--- src/rtl/psam_regs.vh ---
// constants for the program space access mapper
`ifndef PSAM_REGS_VH
`define PSAM_REGS_VH
`define REG_TABLE_PAGE 2'h0
`define REG_VIS_PAGE 2'h1
`define REG_CPU_CONTROL 2'h2
`define REG_STATUS 2'h3
`define CPU_CTRL_CONST_WIN_BIT 2
`define TABLE_PAGE_CFG_BIT 7
`define EA_WINDOW_BIT 15
`define RST_TABLE_PAGE 8'h00
`define RST_VIS_PAGE 8'h00
`define RST_CPU_CONTROL 16'h0000
`define STALL_MOVE 2'h1
`define STALL_OTHER 2'h2
`define STALL_REPEAT_MID 2'h1
`endif

--- src/rtl/program_space_access_mapper.v ---
// program address generation and data steering for program space access
`timescale 1ns/1ps
`include "psam_regs.vh"

// Notes on behaviour
// - fetch address: bit23 zero, pc, bit0 zero
// - table address is page over full ea
// - table page bit7 selects configuration space
// - configuration space: reads only, writes dropped
// - table accesses need no alignment
// - word low read returns bits 15:0
// - byte low read picks byte by select
// - word high read: upper byte zero
// - byte high read: phantom byte reads zero
// - pc steps by two per word
// - window needs ea15 and enable bit
// - window address: 0, page, ea 14:0
// - data 8000h upward maps onto page
// - window read returns low 16 bits
// - window suspended during table access
// - window stall: move one, others two
// - repeat loop: two at edges, else one
// - table page selects 32k-word region
// - window never reaches configuration space
module program_space_access_mapper (
  input wire clk_i,
  input wire rst_i,
  input wire [1:0] reg_addr_i,
  input wire [15:0] reg_wdata_i,
  input wire reg_wr_i,
  input wire reg_rd_i,
  output reg [15:0] reg_rdata_o,
  input wire fetch_i,
  input wire [22:0] pc_i,
  input wire table_rd_i,
  input wire table_wr_i,
  input wire table_high_i,
  input wire table_byte_i,
  input wire data_rd_i,
  input wire [15:0] ea_i,
  input wire move_instr_i,
  input wire in_repeat_i,
  input wire repeat_edge_i,
  input wire [23:0] prog_rdata_i,
  output reg [23:0] prog_addr_o,
  output reg prog_rd_o,
  output reg prog_wr_o,
  output reg prog_wr_high_o,
  output reg [1:0] prog_wr_lanes_o,
  output reg [15:0] data_o,
  output reg data_valid_o,
  output reg data_to_prog_o,
  output reg [1:0] stall_o,
  output reg wr_refused_o
);

  // software visible registers
  reg [7:0] table_page_reg;
  reg [7:0] visibility_page_reg;
  reg [15:0] cpu_control_reg;

  // what the read in flight needs one cycle later
  reg [1:0] rd_kind;
  reg rd_byte_sel;
  reg rd_pending;
  reg table_byte_hold;

  // next values of the registered outputs
  reg [1:0] next_rd_kind;
  reg [15:0] next_reg_rdata;
  reg [23:0] next_prog_addr;
  reg next_prog_rd;
  reg next_prog_wr;
  reg next_prog_wr_high;
  reg [1:0] next_prog_wr_lanes;
  reg [1:0] next_stall;
  reg next_wr_refused;
  reg [15:0] next_data;

  localparam [1:0] KIND_LOW = 2'h0;
  localparam [1:0] KIND_HIGH = 2'h1;
  localparam [1:0] KIND_WIN = 2'h2;

  wire const_window_enable = cpu_control_reg[`CPU_CTRL_CONST_WIN_BIT];
  wire table_busy = table_rd_i | table_wr_i;
  wire cfg_space = table_page_reg[`TABLE_PAGE_CFG_BIT];
  wire win_hit = data_rd_i & ea_i[`EA_WINDOW_BIT] &
    const_window_enable & ~table_busy;
  wire [23:0] table_addr = {table_page_reg, ea_i};
  wire [23:0] win_addr = {1'b0, visibility_page_reg, ea_i[14:0]};
  wire [23:0] fetch_addr = {1'b0, pc_i[22:1], 1'b0};
  wire table_wr_ok = table_wr_i & ~cfg_space;
  wire [1:0] byte_lanes;

  // one write enable per byte lane; byte mode picks a lane by ea bit 0
  genvar lane;
  generate
    for (lane = 0; lane < 2; lane = lane + 1)
    begin : g_lane
      assign byte_lanes[lane] = ~table_byte_i | (ea_i[0] == (lane == 1));
    end
  endgenerate

  // register writes
  always @(posedge clk_i)
  begin
    if (rst_i)
    begin
      table_page_reg <= `RST_TABLE_PAGE;
      visibility_page_reg <= `RST_VIS_PAGE;
      cpu_control_reg <= `RST_CPU_CONTROL;
    end
    else if (reg_wr_i)
    begin
      case (reg_addr_i)
        `REG_TABLE_PAGE:
        begin
          table_page_reg <= reg_wdata_i[7:0];
        end
        `REG_VIS_PAGE:
        begin
          visibility_page_reg <= reg_wdata_i[7:0];
        end
        `REG_CPU_CONTROL:
        begin
          cpu_control_reg <= reg_wdata_i;
        end
        default:
        begin
        end
      endcase
    end
  end

  // read data, zero outside the cycle after a read strobe
  always @*
  begin
    next_reg_rdata = 16'h0000;
    if (reg_rd_i)
    begin
      case (reg_addr_i)
        `REG_TABLE_PAGE:
        begin
          next_reg_rdata = {8'h00, table_page_reg};
        end
        `REG_VIS_PAGE:
        begin
          next_reg_rdata = {8'h00, visibility_page_reg};
        end
        `REG_CPU_CONTROL:
        begin
          next_reg_rdata = cpu_control_reg;
        end
        `REG_STATUS:
        begin
          next_reg_rdata = {13'h0000, rd_pending, win_hit, wr_refused_o};
        end
        default:
        begin
          next_reg_rdata = 16'h0000;
        end
      endcase
    end
  end

  always @(posedge clk_i)
  begin
    if (rst_i)
    begin
      reg_rdata_o <= 16'h0000;
    end
    else
    begin
      reg_rdata_o <= next_reg_rdata;
    end
  end

  // kind of read whose word comes back next cycle
  always @*
  begin
    next_rd_kind = KIND_LOW;
    if (win_hit)
    begin
      next_rd_kind = KIND_WIN;
    end
    else if (table_high_i)
    begin
      next_rd_kind = KIND_HIGH;
    end
  end

  // next request toward memory; table beats window beats fetch
  always @*
  begin
    next_prog_addr = prog_addr_o;
    next_prog_rd = 1'b0;
    next_prog_wr = 1'b0;
    next_prog_wr_high = prog_wr_high_o;
    next_prog_wr_lanes = prog_wr_lanes_o;
    next_stall = 2'h0;
    next_wr_refused = wr_refused_o;
    if (table_busy)
    begin
      next_prog_addr = table_addr;
      next_prog_rd = table_rd_i;
      next_prog_wr = table_wr_ok;
      next_prog_wr_high = table_high_i;
      next_prog_wr_lanes = byte_lanes;
      next_wr_refused = table_wr_i & cfg_space;
    end
    else if (win_hit)
    begin
      next_prog_addr = win_addr;
      next_prog_rd = 1'b1;
      if (in_repeat_i)
      begin
        if (repeat_edge_i)
        begin
          next_stall = `STALL_OTHER;
        end
        else
        begin
          next_stall = `STALL_REPEAT_MID;
        end
      end
      else if (move_instr_i)
      begin
        next_stall = `STALL_MOVE;
      end
      else
      begin
        next_stall = `STALL_OTHER;
      end
    end
    else if (fetch_i)
    begin
      next_prog_addr = fetch_addr;
      next_prog_rd = 1'b1;
    end
  end

  // registered outputs toward memory and the core
  always @(posedge clk_i)
  begin
    if (rst_i)
    begin
      prog_addr_o <= 24'h000000;
      prog_rd_o <= 1'b0;
      prog_wr_o <= 1'b0;
      prog_wr_high_o <= 1'b0;
      prog_wr_lanes_o <= 2'h0;
      data_to_prog_o <= 1'b0;
      stall_o <= 2'h0;
      wr_refused_o <= 1'b0;
    end
    else
    begin
      prog_addr_o <= next_prog_addr;
      prog_rd_o <= next_prog_rd;
      prog_wr_o <= next_prog_wr;
      prog_wr_high_o <= next_prog_wr_high;
      prog_wr_lanes_o <= next_prog_wr_lanes;
      data_to_prog_o <= win_hit;
      stall_o <= next_stall;
      wr_refused_o <= next_wr_refused;
    end
  end

  // read tracking, so the word can be steered when it returns
  always @(posedge clk_i)
  begin
    if (rst_i)
    begin
      rd_pending <= 1'b0;
      rd_kind <= KIND_LOW;
      rd_byte_sel <= 1'b0;
      table_byte_hold <= 1'b0;
    end
    else
    begin
      rd_pending <= table_rd_i | win_hit;
      rd_kind <= next_rd_kind;
      rd_byte_sel <= ea_i[0];
      table_byte_hold <= table_busy & table_byte_i;
    end
  end

  // steering of the returned word, one cycle after the address
  always @*
  begin
    next_data = data_o;
    if (rd_pending)
    begin
      case (rd_kind)
        KIND_WIN:
        begin
          next_data = prog_rdata_i[15:0];
        end
        KIND_HIGH:
        begin
          if (table_byte_hold && rd_byte_sel)
          begin
            next_data = 16'h0000;
          end
          else
          begin
            next_data = {8'h00, prog_rdata_i[23:16]};
          end
        end
        KIND_LOW:
        begin
          if (!table_byte_hold)
          begin
            next_data = prog_rdata_i[15:0];
          end
          else if (rd_byte_sel)
          begin
            next_data = {8'h00, prog_rdata_i[15:8]};
          end
          else
          begin
            next_data = {8'h00, prog_rdata_i[7:0]};
          end
        end
        default:
        begin
          next_data = 16'h0000;
        end
      endcase
    end
  end

  always @(posedge clk_i)
  begin
    if (rst_i)
    begin
      data_o <= 16'h0000;
      data_valid_o <= 1'b0;
    end
    else
    begin
      data_o <= next_data;
      data_valid_o <= rd_pending;
    end
  end

endmodule // program_space_access_mapper

--- config.mk ---
export PLATFORM = sky130hd
export DESIGN_NAME = program_space_access_mapper
export DESIGN_NICKNAME = d
export VERILOG_FILES = /design/src/rtl/program_space_access_mapper.v
export VERILOG_INCLUDE_DIRS = /design/src /design/src/rtl
export SDC_FILE = /design/constraint.sdc
export NUM_CORES = 1
export LEC_CHECK = 0
export ABC_AREA = 1
export BUFFER_PORTS_ARGS = -buffer_cell sky130_fd_sc_hd__buf_2
export CORE_UTILIZATION = 49
export CTS_CLUSTER_SIZE = 28
export DETAILED_ROUTE_END_ITERATION = 7
export PLACE_DENSITY = 0.8
export SYNTH_ARGS = -nofsm -noshare
export SYNTH_HDL_FRONTEND = slang
export SYNTH_SLANG_ARGS = --single-unit
--- constraint.sdc ---
create_clock -name clk_i -period 1.3 [get_ports clk_i]
set_input_delay 0.13 -clock clk_i [delete_from_list [all_inputs] [get_ports clk_i]]
set_output_delay 0.13 -clock clk_i [all_outputs]
set_load 0.05 [all_outputs]
Word-level counts from Yosys, hierarchy flattened
Cells that the tools add are included.
Cells by class
  bitwise operators: 16
  equal/unequal tests: 5
  muxes and demuxes: 16
  reductions and logical operators: 11
Operator list (number)
  $mux 24: 3
  $pmux 16 s4: 1
  $pmux 16 s3: 1
  $mux 16: 1
  $mux 8: 2
  $mux 2: 4
  $and 1x1->1: 6
  $eq 2x2->1 const B: 3
  $not 1->1: 6
  $reduce_and 2->1: 3
  $reduce_or 2->1: 3
  $eq 2x1->1 const B: 2
  $logic_not 2->1: 2
  $mux 1: 4
  $or 1x1->1: 4
  $reduce_bool 3->1: 1
  $reduce_or 3->1: 1
  $logic_and 1x1->1: 1
Storage, ports and cells
  register bits after elaboration: 103
  logic and storage cells: 67
  output and inout bits: 66

Logic depth before layout (Yosys ltp)
Gate-level depths: netlist (run 1).
  depth in word-level cells: 5
  mapped depth: 8
  gate-level depth less buffers: 7

Least setup slack after synthesis (run 1)
Ideal clock, no wire load.
  path kind: register to register
  start: reg data_to_prog_o (netlist name)
  end: reg data_o[0]
  period minus slack after synthesis: 1.419 ns
  stages on the path, launching flop included: 8
  buffers on the path: 0
  slack: -0.119 ns
  data arrival time: 1.287 ns
  cells stage by stage: dfxtp_1 inv_1 nand2_1 nor2_1 nor2_1 nand2_1 nand2_1 a21oi_1
RTL lines
  end signal: assignment: line program_space_access_mapper.v:342  | data_o <= next_data;
  end: declaration: line program_space_access_mapper.v:50  | output reg [15:0] data_o,

Worst setup path in the final report (run 1)
  start: reg wr_refused_o
  end: out wr_refused_o
RTL lines
  start: declaration: line program_space_access_mapper.v:54  | output reg wr_refused_o
  start signal: assignment: line program_space_access_mapper.v:265  | wr_refused_o <= next_wr_refused;
No word-level cell between the ends.

==> flow_summary.toml, run 1 <==
[placed_design]
place_ws_ns = 0.0499
dpl.cell_count = 853
place.gp.congestion = 0.878
hpwl_um = 8310
io_buffers = 158

[logic_synthesis]
syn_nets = 691
synthTopCellsByArea = "dfxtp_1 (47%), nand2_1 (10%), a21oi_1 (6.6%)"
ys_ff_latch = 102
synth_cell_type_count = 26
syn_area_per_cell_sq_um = 7.27
yosysTopAreaCell = "dfxtp_1"
ys_seq_area_frac = 0.470
synthesis.area_sq_um = 4340
synthCells = 597
yosysTopAreaCellShare = 0.470
synth_warnings = 0

[sta]
final_hold_viol_count = 0
finalMaxSlewViolations = 0
tightestPinTransition_ns = 0.462
period_share = 0.915
rsz0062_at_grt = "false"
clock-skew-final_ns = 0.0110
fin_setup_tns_ns = 0
min_period_ns = 1.19
finalSetupViolations = 0
max_freq_mhz = 840
fin_ws_ns = 0.110
slew_headroom = 0.692

[pwr]
p_int_mw = 4.61
p_sw_mw = 1.95
switching_share = 0.298
power.leakage_nw = 2.71
pwr-share-clk = 0.311
vdd_drop_max_mv = 0.606
power.density_nw_per_um2 = 1190
p_seq_frac = 0.509
power_frac_comb = 0.180

[clocking]
insertion_delay_ns = 0.36
cts_tree = "yes"
post-cts-setup-buffer-count = 0
clk_pin_slew_ns = 0.10
cts_buffer_depth = 2
cts_max_level = 3
clock-sinks = 102
cts_made_buffers = 9
cts-root-buf = "clkbuf_8"

[floorplan]
ioPinCount = 160
die_w_um = 96.1
start_util = 0.518
dieArea_sq_um = 9240
core-area_sq_um = 8380
die_h_um = 96.1
num_rows = 33

[global_routing]
grt_usage = 0.243
gr-total-overflow = 0
grt_pass1_wl_um = 17500
grt_antenna_before_repair = 0
grt_pass1_vias = 4055
grt_max_degree = 38

[cells_and_area]
layout_common_cells = "buf_2 (158), nand2_1 (115), dfxtp_1 (100)"
layout_commonest_cell = "buf_2"
drive_gt1_frac = 0.306
n_antenna_cell = 0
final_nets = 854
fin_cells = 870
area_growth_pct = 27.0
n_fill_cell = 722
largest_reg_flops = 24
regMostFlops = "prog_addr_o"

[detailed_routing]
ant_nets = 0
wire_per_inst_um = 12.7
viasPerCell = 5.02
first_pass_iters = 5
drc = 0
drt_iter0_drc = 233
num_vias = 4371
drt-total-wl_um = 11000

[min_path]
hold_path_class = "in2reg"

[worst_setup_path]
crit_family = "flip-flops"
crit_fanout = 3
critical_path_class = "reg2out"
crit_path_end_kind = "primary output"
critical_path.max_stage_delay_ns = 0.41
crit_buf_inv = 1
start_kind = "register"
crit_chain = "buf_2"
cp_slowest_cell = "dfxtp_1"
worstPathArrival_ns = 1.06
cp_data_required_time_ns = 1.17

[run_status]
status = "finished, final reports clean"

[run]
drv_cap = 0
## synth_stat cells
| master | instances |
|---|---|
| buf_1 | 3 |
| nor2_4 | 2 |
| o21ai_1 | 48 |
| inv_1 | 72 |
| a31oi_1 | 2 |
| a21oi_2 | 9 |
| nand3_1 | 29 |
| o2bb2ai_1 | 1 |
| buf_2 | 13 |
| a21oi_1 | 57 |
| nor2_2 | 2 |
| buf_4 | 3 |
| nand2_2 | 9 |
| inv_2 | 8 |
| o221ai_1 | 4 |
| nor2_1 | 60 |
| nand4_1 | 5 |
| dfxtp_1 | 102 |
| o21ai_0 | 27 |
| nand2_1 | 116 |
| clkbuf_1 | 6 |
| nand3_2 | 2 |
| a211oi_4 | 1 |
| buf_6 | 5 |
| nor3_1 | 10 |
| inv_4 | 1 |
## power by group through the flow
stage	Sequential, mW	Combinational [mW]	Clock (mW)
2_1_floorplan	3.73	0.461	0
3_3_place_gp	3.41	1.15	0
3_5_place_dp	3.41	1.17	0
4_1_cts	3.34	1.18	2.09
5_1_grt	3.36	1.29	2.23
6_report	3.34	1.18	2.04
## metrics by stage
| step | hold slack (ns) | util | total power [mW] | instance area, sq um |
|---|---|---|---|---|
| 6_report | 0.0299 | 0.658 | 6.56 | 5510 |
| 5_1_grt | 0.0238 | 0.658 | 6.88 | 5510 |
| 4_1_cts | 0.0128 | 0.656 | 6.60 | 5500 |
| 3_5_place_dp | 0.328 | 0.630 | 4.58 | 5280 |
| 3_3_place_gp | 0.323 | 0.630 | 4.55 | 5280 |
| 2_1_floorplan | 0.220 | - | 4.20 | 4340 |
## layer usage
metal	GRT usage	up-vias	part of all wire
met2	0.427	178	0.47
met5	0	-	0
met4	0.0945	0	0.019
met1	0.289	1938	0.43
li1	-	2234	-
met3	0.0482	21	0.079
## area by class of cell
class	instances	area (sq um)	area share
clock buffers	11	141	0.0256
inverters	81	307	0.0556
repair buffers	182	998	0.181
well taps	105	131	0.0238
flip-flops and latches	102	2040	0.371
clock inverters	5	63.8	0.0116
multi-input cells	384	1830	0.331
## path summary, 6_finish.rpt
check / endpoint / cells past startpoint / slack, ns / startpoint
worst max-delay path: wr_refused_o / 1 / 0.11 / wr_refused_o
worst min-delay path: rd_kind[0] / 3 / 0.03 / table_high_i
worst max register to register: data_o[0] / 7 / 0.12 / data_to_prog_o
worst min register to register: reg_rdata_o[13] / 2 / 0.45 / cpu_control_reg[13]
## kinds of logic after synthesis
logic type / synth area share
AOI/OAI and AO/OA: 0.188
DFF: 0.470
and+or+nand+nor: 0.230
buffers and inverters: 0.112
## timing repair
item / CTS / global route
gates resized for setup: 0 / 4
hold endpoints to repair: 1 / 0
hold buffers: 1 / 0
setup endpoints to repair: 0 / 33
Note: power is estimated with default switching activity, not from simulation.
==> run 2: changes to the inputs <==
Settings changed: BUFFER_PORTS_ARGS -buffer_cell sky130_fd_sc_hd__buf_2 to -buffer_cell sky130_fd_sc_hd__buf_4.
==> flow_summary.toml, run 2 (synthesis gave the netlist of run 1 again) <==
[detailed_routing]
drt_iter0_drc = 228
first_pass_iters = 4
viasPerCell = 5.03
num_vias = 4378
drt-total-wl_um = 11500
wire_per_inst_um = 13.2
ant_nets = 0
drc = 0

[worst_setup_path]
crit_buf_inv = 1
worstPathArrival_ns = 1.40
ff2ff_setup_slack_ns = 0.14
critical_path.max_stage_delay_ns = 0.46
crit_family = "flip-flops"
rr_endpoint = "data_o[2]"
cp_data_required_time_ns = 1.54
crit_chain = "inv_1 -> nand2_2 -> nor2_1 -> nor2_1 -> nand2_1 -> nand2_1 -> a21oi_1"
reg2reg_depth = 7
start_kind = "register"
crit_fanout = 8
critical_path_class = "reg2reg"
crit_path_end_kind = "register"
cp_slowest_cell = "dfxtp_1"
r2r-start = "rd_kind[0]"

[clocking]
cts_made_buffers = 9
insertion_delay_ns = 0.37
cts_buffer_depth = 2
cts-root-buf = "clkbuf_8"
clk_pin_slew_ns = 0.10
cts_max_level = 3
cts_tree = "yes"
clock-sinks = 102

[global_routing]
gr-total-overflow = 0
grt_max_degree = 30
grt_antenna_before_repair = 0
grt_usage = 0.252
grt_pass1_wl_um = 18000
grt_pass1_vias = 4193

[placed_design]
place.gp.congestion = 0.878
dpl.cell_count = 854
hpwl_um = 8700
io_buffers = 158
place_ws_ns = 0.0684

[pwr]
power.density_nw_per_um2 = 1140
vdd_drop_max_mv = 0.599
power.leakage_nw = 2.80

[sta]
slew_headroom = 0.672
period_share = 0.892
tightestPinTransition_ns = 0.491
final_hold_viol_count = 0
finalSetupViolations = 0
fin_ws_ns = 0.140
fin_setup_tns_ns = 0
min_period_ns = 1.16
rsz0062_at_grt = "false"
clock-skew-final_ns = 0.0160
finalMaxSlewViolations = 0
hold_ws_ns = 0.0252
max_freq_mhz = 862

[floorplan]
num_rows = 33
die_h_um = 96.1
core-area_sq_um = 8380
start_util = 0.518
dieArea_sq_um = 9240
ioPinCount = 160
die_w_um = 96.1

[min_path]
hp-start = "table_high_i"
hold_path_class = "in2reg"
whs_path_depth = 3
hold_path_end = "prog_wr_high_o"

[run]
drv_cap = 0

[cells_and_area]
final_nets = 855
largest_reg_flops = 24
layout_commonest_cell = "buf_4"
fin_cells = 871
layout_common_cells = "buf_4 (180), nand2_1 (114), dfxtp_1 (100)"
area_growth_pct = 36.3
regMostFlops = "prog_addr_o"
drive_gt1_frac = 0.309
n_fill_cell = 684
n_antenna_cell = 0

[run_status]
status = "finished, final reports clean"
-- run 2: cell types whose count changed in the layout (fill, tap and decap cells not counted), sizes merged --
cell	delta
buf	+1
clkinv	+1
clkbuf	-1
-- run 2: repair_timing --
action	in CTS	in global routing
gates resized for setup	0	6
setup buffers	0	0
hold endpoints to repair	1	0
setup endpoints to repair	0	21
hold buffers	1	0
-- run 2: final cells by class --
type                       instances  area [sq um]  area share
clock inverter                     6          75.1      0.0127
timing repair buffer             183          1390       0.235
tap                              105           131      0.0222
clock buffer                      10           138      0.0233
sequential                       102          2040       0.346
inverter                          81           307      0.0518
multi-input combinational        384          1830       0.309
-- run 2: per-layer routing --
layer	routed length, um	track usage	vias up
met3	871	0.0569	26
met1	4780	0.289	1945
li1	-	-	2241
met4	265	0.107	0
met2	5530	0.446	166
met5	0	0	-
-- run 2: power breakdown --
part	internal (mW)	leakage, nW	switching (mW)
logic	0.504	1.86	0.808
clock network	0.974	0.105	1.13
registers	3.27	0.837	0.0771
-- run 2: worst max path at each step --
stage	start	slack (ns)	to	depth (start not counted)
after floorplan	data_to_prog_o	0.09	data_o[0]	7
after global placement	cpu_control_reg[2]	0.1	prog_addr_o[18]	7
after detailed placement	rd_kind[0]	0.07	data_o[1]	5
after CTS	cpu_control_reg[2]	0.04	prog_addr_o[4]	5
after global routing	rd_kind[0]	0.02	data_o[2]	7
final	rd_kind[0]	0.14	data_o[2]	7
-- run 2: worst min-delay path, cell delays in order --
cell     delay (ns)
buf_4          0.08
inv_1          0.04
a21oi_1        0.10
-- run 2: per-stage QoR --
step,util,power (mW),cell area [sq um]
3_5_place_dp,0.677,4.72,5670
2_1_floorplan,-,4.20,4340
3_3_place_gp,0.677,4.69,5670
5_1_grt,0.706,7.05,5920
6_report,0.706,6.77,5920
4_1_cts,0.704,6.80,5900
==> run 3: changes to the inputs <==
Settings changed: GPL_TIMING_DRIVEN from default to 0.
==> flow_summary.toml, run 3 (synthesis gave the netlist of run 1 again) <==
[sta]
clock-skew-final_ns = 0.0122
min_period_ns = 1.22
finalMaxSlewViolations = 0
finalSetupViolations = 0
tightestPinTransition_ns = 0.499
period_share = 0.939
slew_headroom = 0.668
fin_ws_ns = 0.0799
max_freq_mhz = 820
rsz0062_at_grt = "false"
fin_setup_tns_ns = 0
hold_ws_ns = 0.0237
final_hold_viol_count = 0

[worst_setup_path]
reg2reg_depth = 8
worstPathArrival_ns = 1.52
cp_data_required_time_ns = 1.60
crit_path_end_kind = "register"
critical_path_class = "reg2reg"
crit_fanout = 7
start_kind = "register"

[pwr]
p_int_mw = 4.48
p_sw_mw = 2.02
power.density_nw_per_um2 = 1100
vdd_drop_max_mv = 0.669
p_seq_frac = 0.515
p_total_mw = 6.50
power.leakage_nw = 2.79
power_frac_comb = 0.205
pwr-share-clk = 0.281
switching_share = 0.310

[cells_and_area]
fin_area_sq_um = 5900
layout_common_cells = "buf_4 (164), nand2_1 (114), dfxtp_1 (99)"
n_fill_cell = 724
fin_util = 0.703
largest_reg_flops = 24
area_growth_pct = 35.8
fin_cells = 879
regMostFlops = "prog_addr_o"
layout_commonest_cell = "buf_4"
drive_gt1_frac = 0.307
final_nets = 864
n_antenna_cell = 0

[detailed_routing]
drt_iter0_drc = 287
first_pass_iters = 5
ant_nets = 0
drc = 0
wire_per_inst_um = 14.1
viasPerCell = 5.20
num_vias = 4571
drt-total-wl_um = 12400

[clocking]
cts_max_level = 3
insertion_delay_ns = 0.36
cts_tree = "yes"
cts_made_buffers = 9
cts-root-buf = "clkbuf_8"
clk_pin_slew_ns = 0.10
cts_buffer_depth = 2
clock-sinks = 102

[floorplan]
dieArea_sq_um = 9240
die_h_um = 96.1
ioPinCount = 160
core-area_sq_um = 8380
die_w_um = 96.1
start_util = 0.518
num_rows = 33

[global_routing]
grt_pass1_wl_um = 19300
grt_max_degree = 18
grt_usage = 0.273
grt_pass1_vias = 4195
grt_antenna_before_repair = 0
gr-total-overflow = 0

[run_status]
status = "finished, final reports clean"

[min_path]
hold_path_class = "in2reg"
whs_path_depth = 3

[placed_design]
hpwl_um = 9540
dpl.cell_count = 859
io_buffers = 157
place.gp.congestion = 0.883
place_ws_ns = -0.0136
placed_area_sq_um = 5650

[run]
drv_cap = 0
[run 3: cell types whose count changed in the layout (fill, tap and decap cells not counted), moves of 2 or more]
cell / delta
buf_2: +11
buf_4: -16
buf_6: +5
clkbuf_1: +5
clkbuf_2: +2
buf_1: +3
[run 3: worst paths after layout]
check,start,to,slack [ns]
max,cpu_control_reg[2],prog_addr_o[18],0.08
min,reg_wdata_i[10],cpu_control_reg[10],0.02
max reg2reg,cpu_control_reg[2],prog_addr_o[18],0.08
min reg2reg,cpu_control_reg[15],reg_rdata_o[15],0.45
[run 3: repair_timing]
action                                 CTS  global route
hold buffers                             1             0
cloned                                   0             1
setup endpoints to repair               10            31
endpoints found under the hold margin    1             0
pin swaps                                0             1
buffers inserted                         0             3
gates resized for setup                  1            15
[run 3: power groups by stage]
stage / Combinational [mW] / Clock [mW] / Sequential [mW]
CTS: 1.32 / 1.86 / 3.35
floorplan: 0.461 / 0 / 3.73
finish: 1.33 / 1.82 / 3.35
global route: 1.44 / 1.98 / 3.36
global placement: 1.28 / 0 / 3.41
detailed placement: 1.31 / 0 / 3.42
[run 3: routing by layer]
| metal | wire length (um) | track usage | up-vias |
|---|---|---|---|
| met2 | 5920 | 0.470 | 224 |
| met5 | 0 | 0 | - |
| met3 | 1030 | 0.0513 | 25 |
| li1 | - | - | 2255 |
| met4 | 250 | 0.0883 | 0 |
| met1 | 5220 | 0.342 | 2067 |
[run 3: worst max-delay path, cell delays in order (launching register included)]
cell and delay, ns:
dfxtp_4 0.39, nand3_4 0.08, buf_6 0.15, nor2_4 0.11, buf_6 0.13, nand2_1 0.05
nand3_1 0.12, nor2_1 0.05, nor2_1 0.07
[run 3: area by class of cell]
type	count	area [sq um]	area share
flip-flops and latches	102	2050	0.347
multi-input cells	384	1830	0.310
repair buffers	162	1220	0.207
inverters	81	307	0.0520
plain buffers	30	189	0.0320
well taps	105	131	0.0223
clock buffers	10	128	0.0216
clock inverters	5	45.0	0.00764
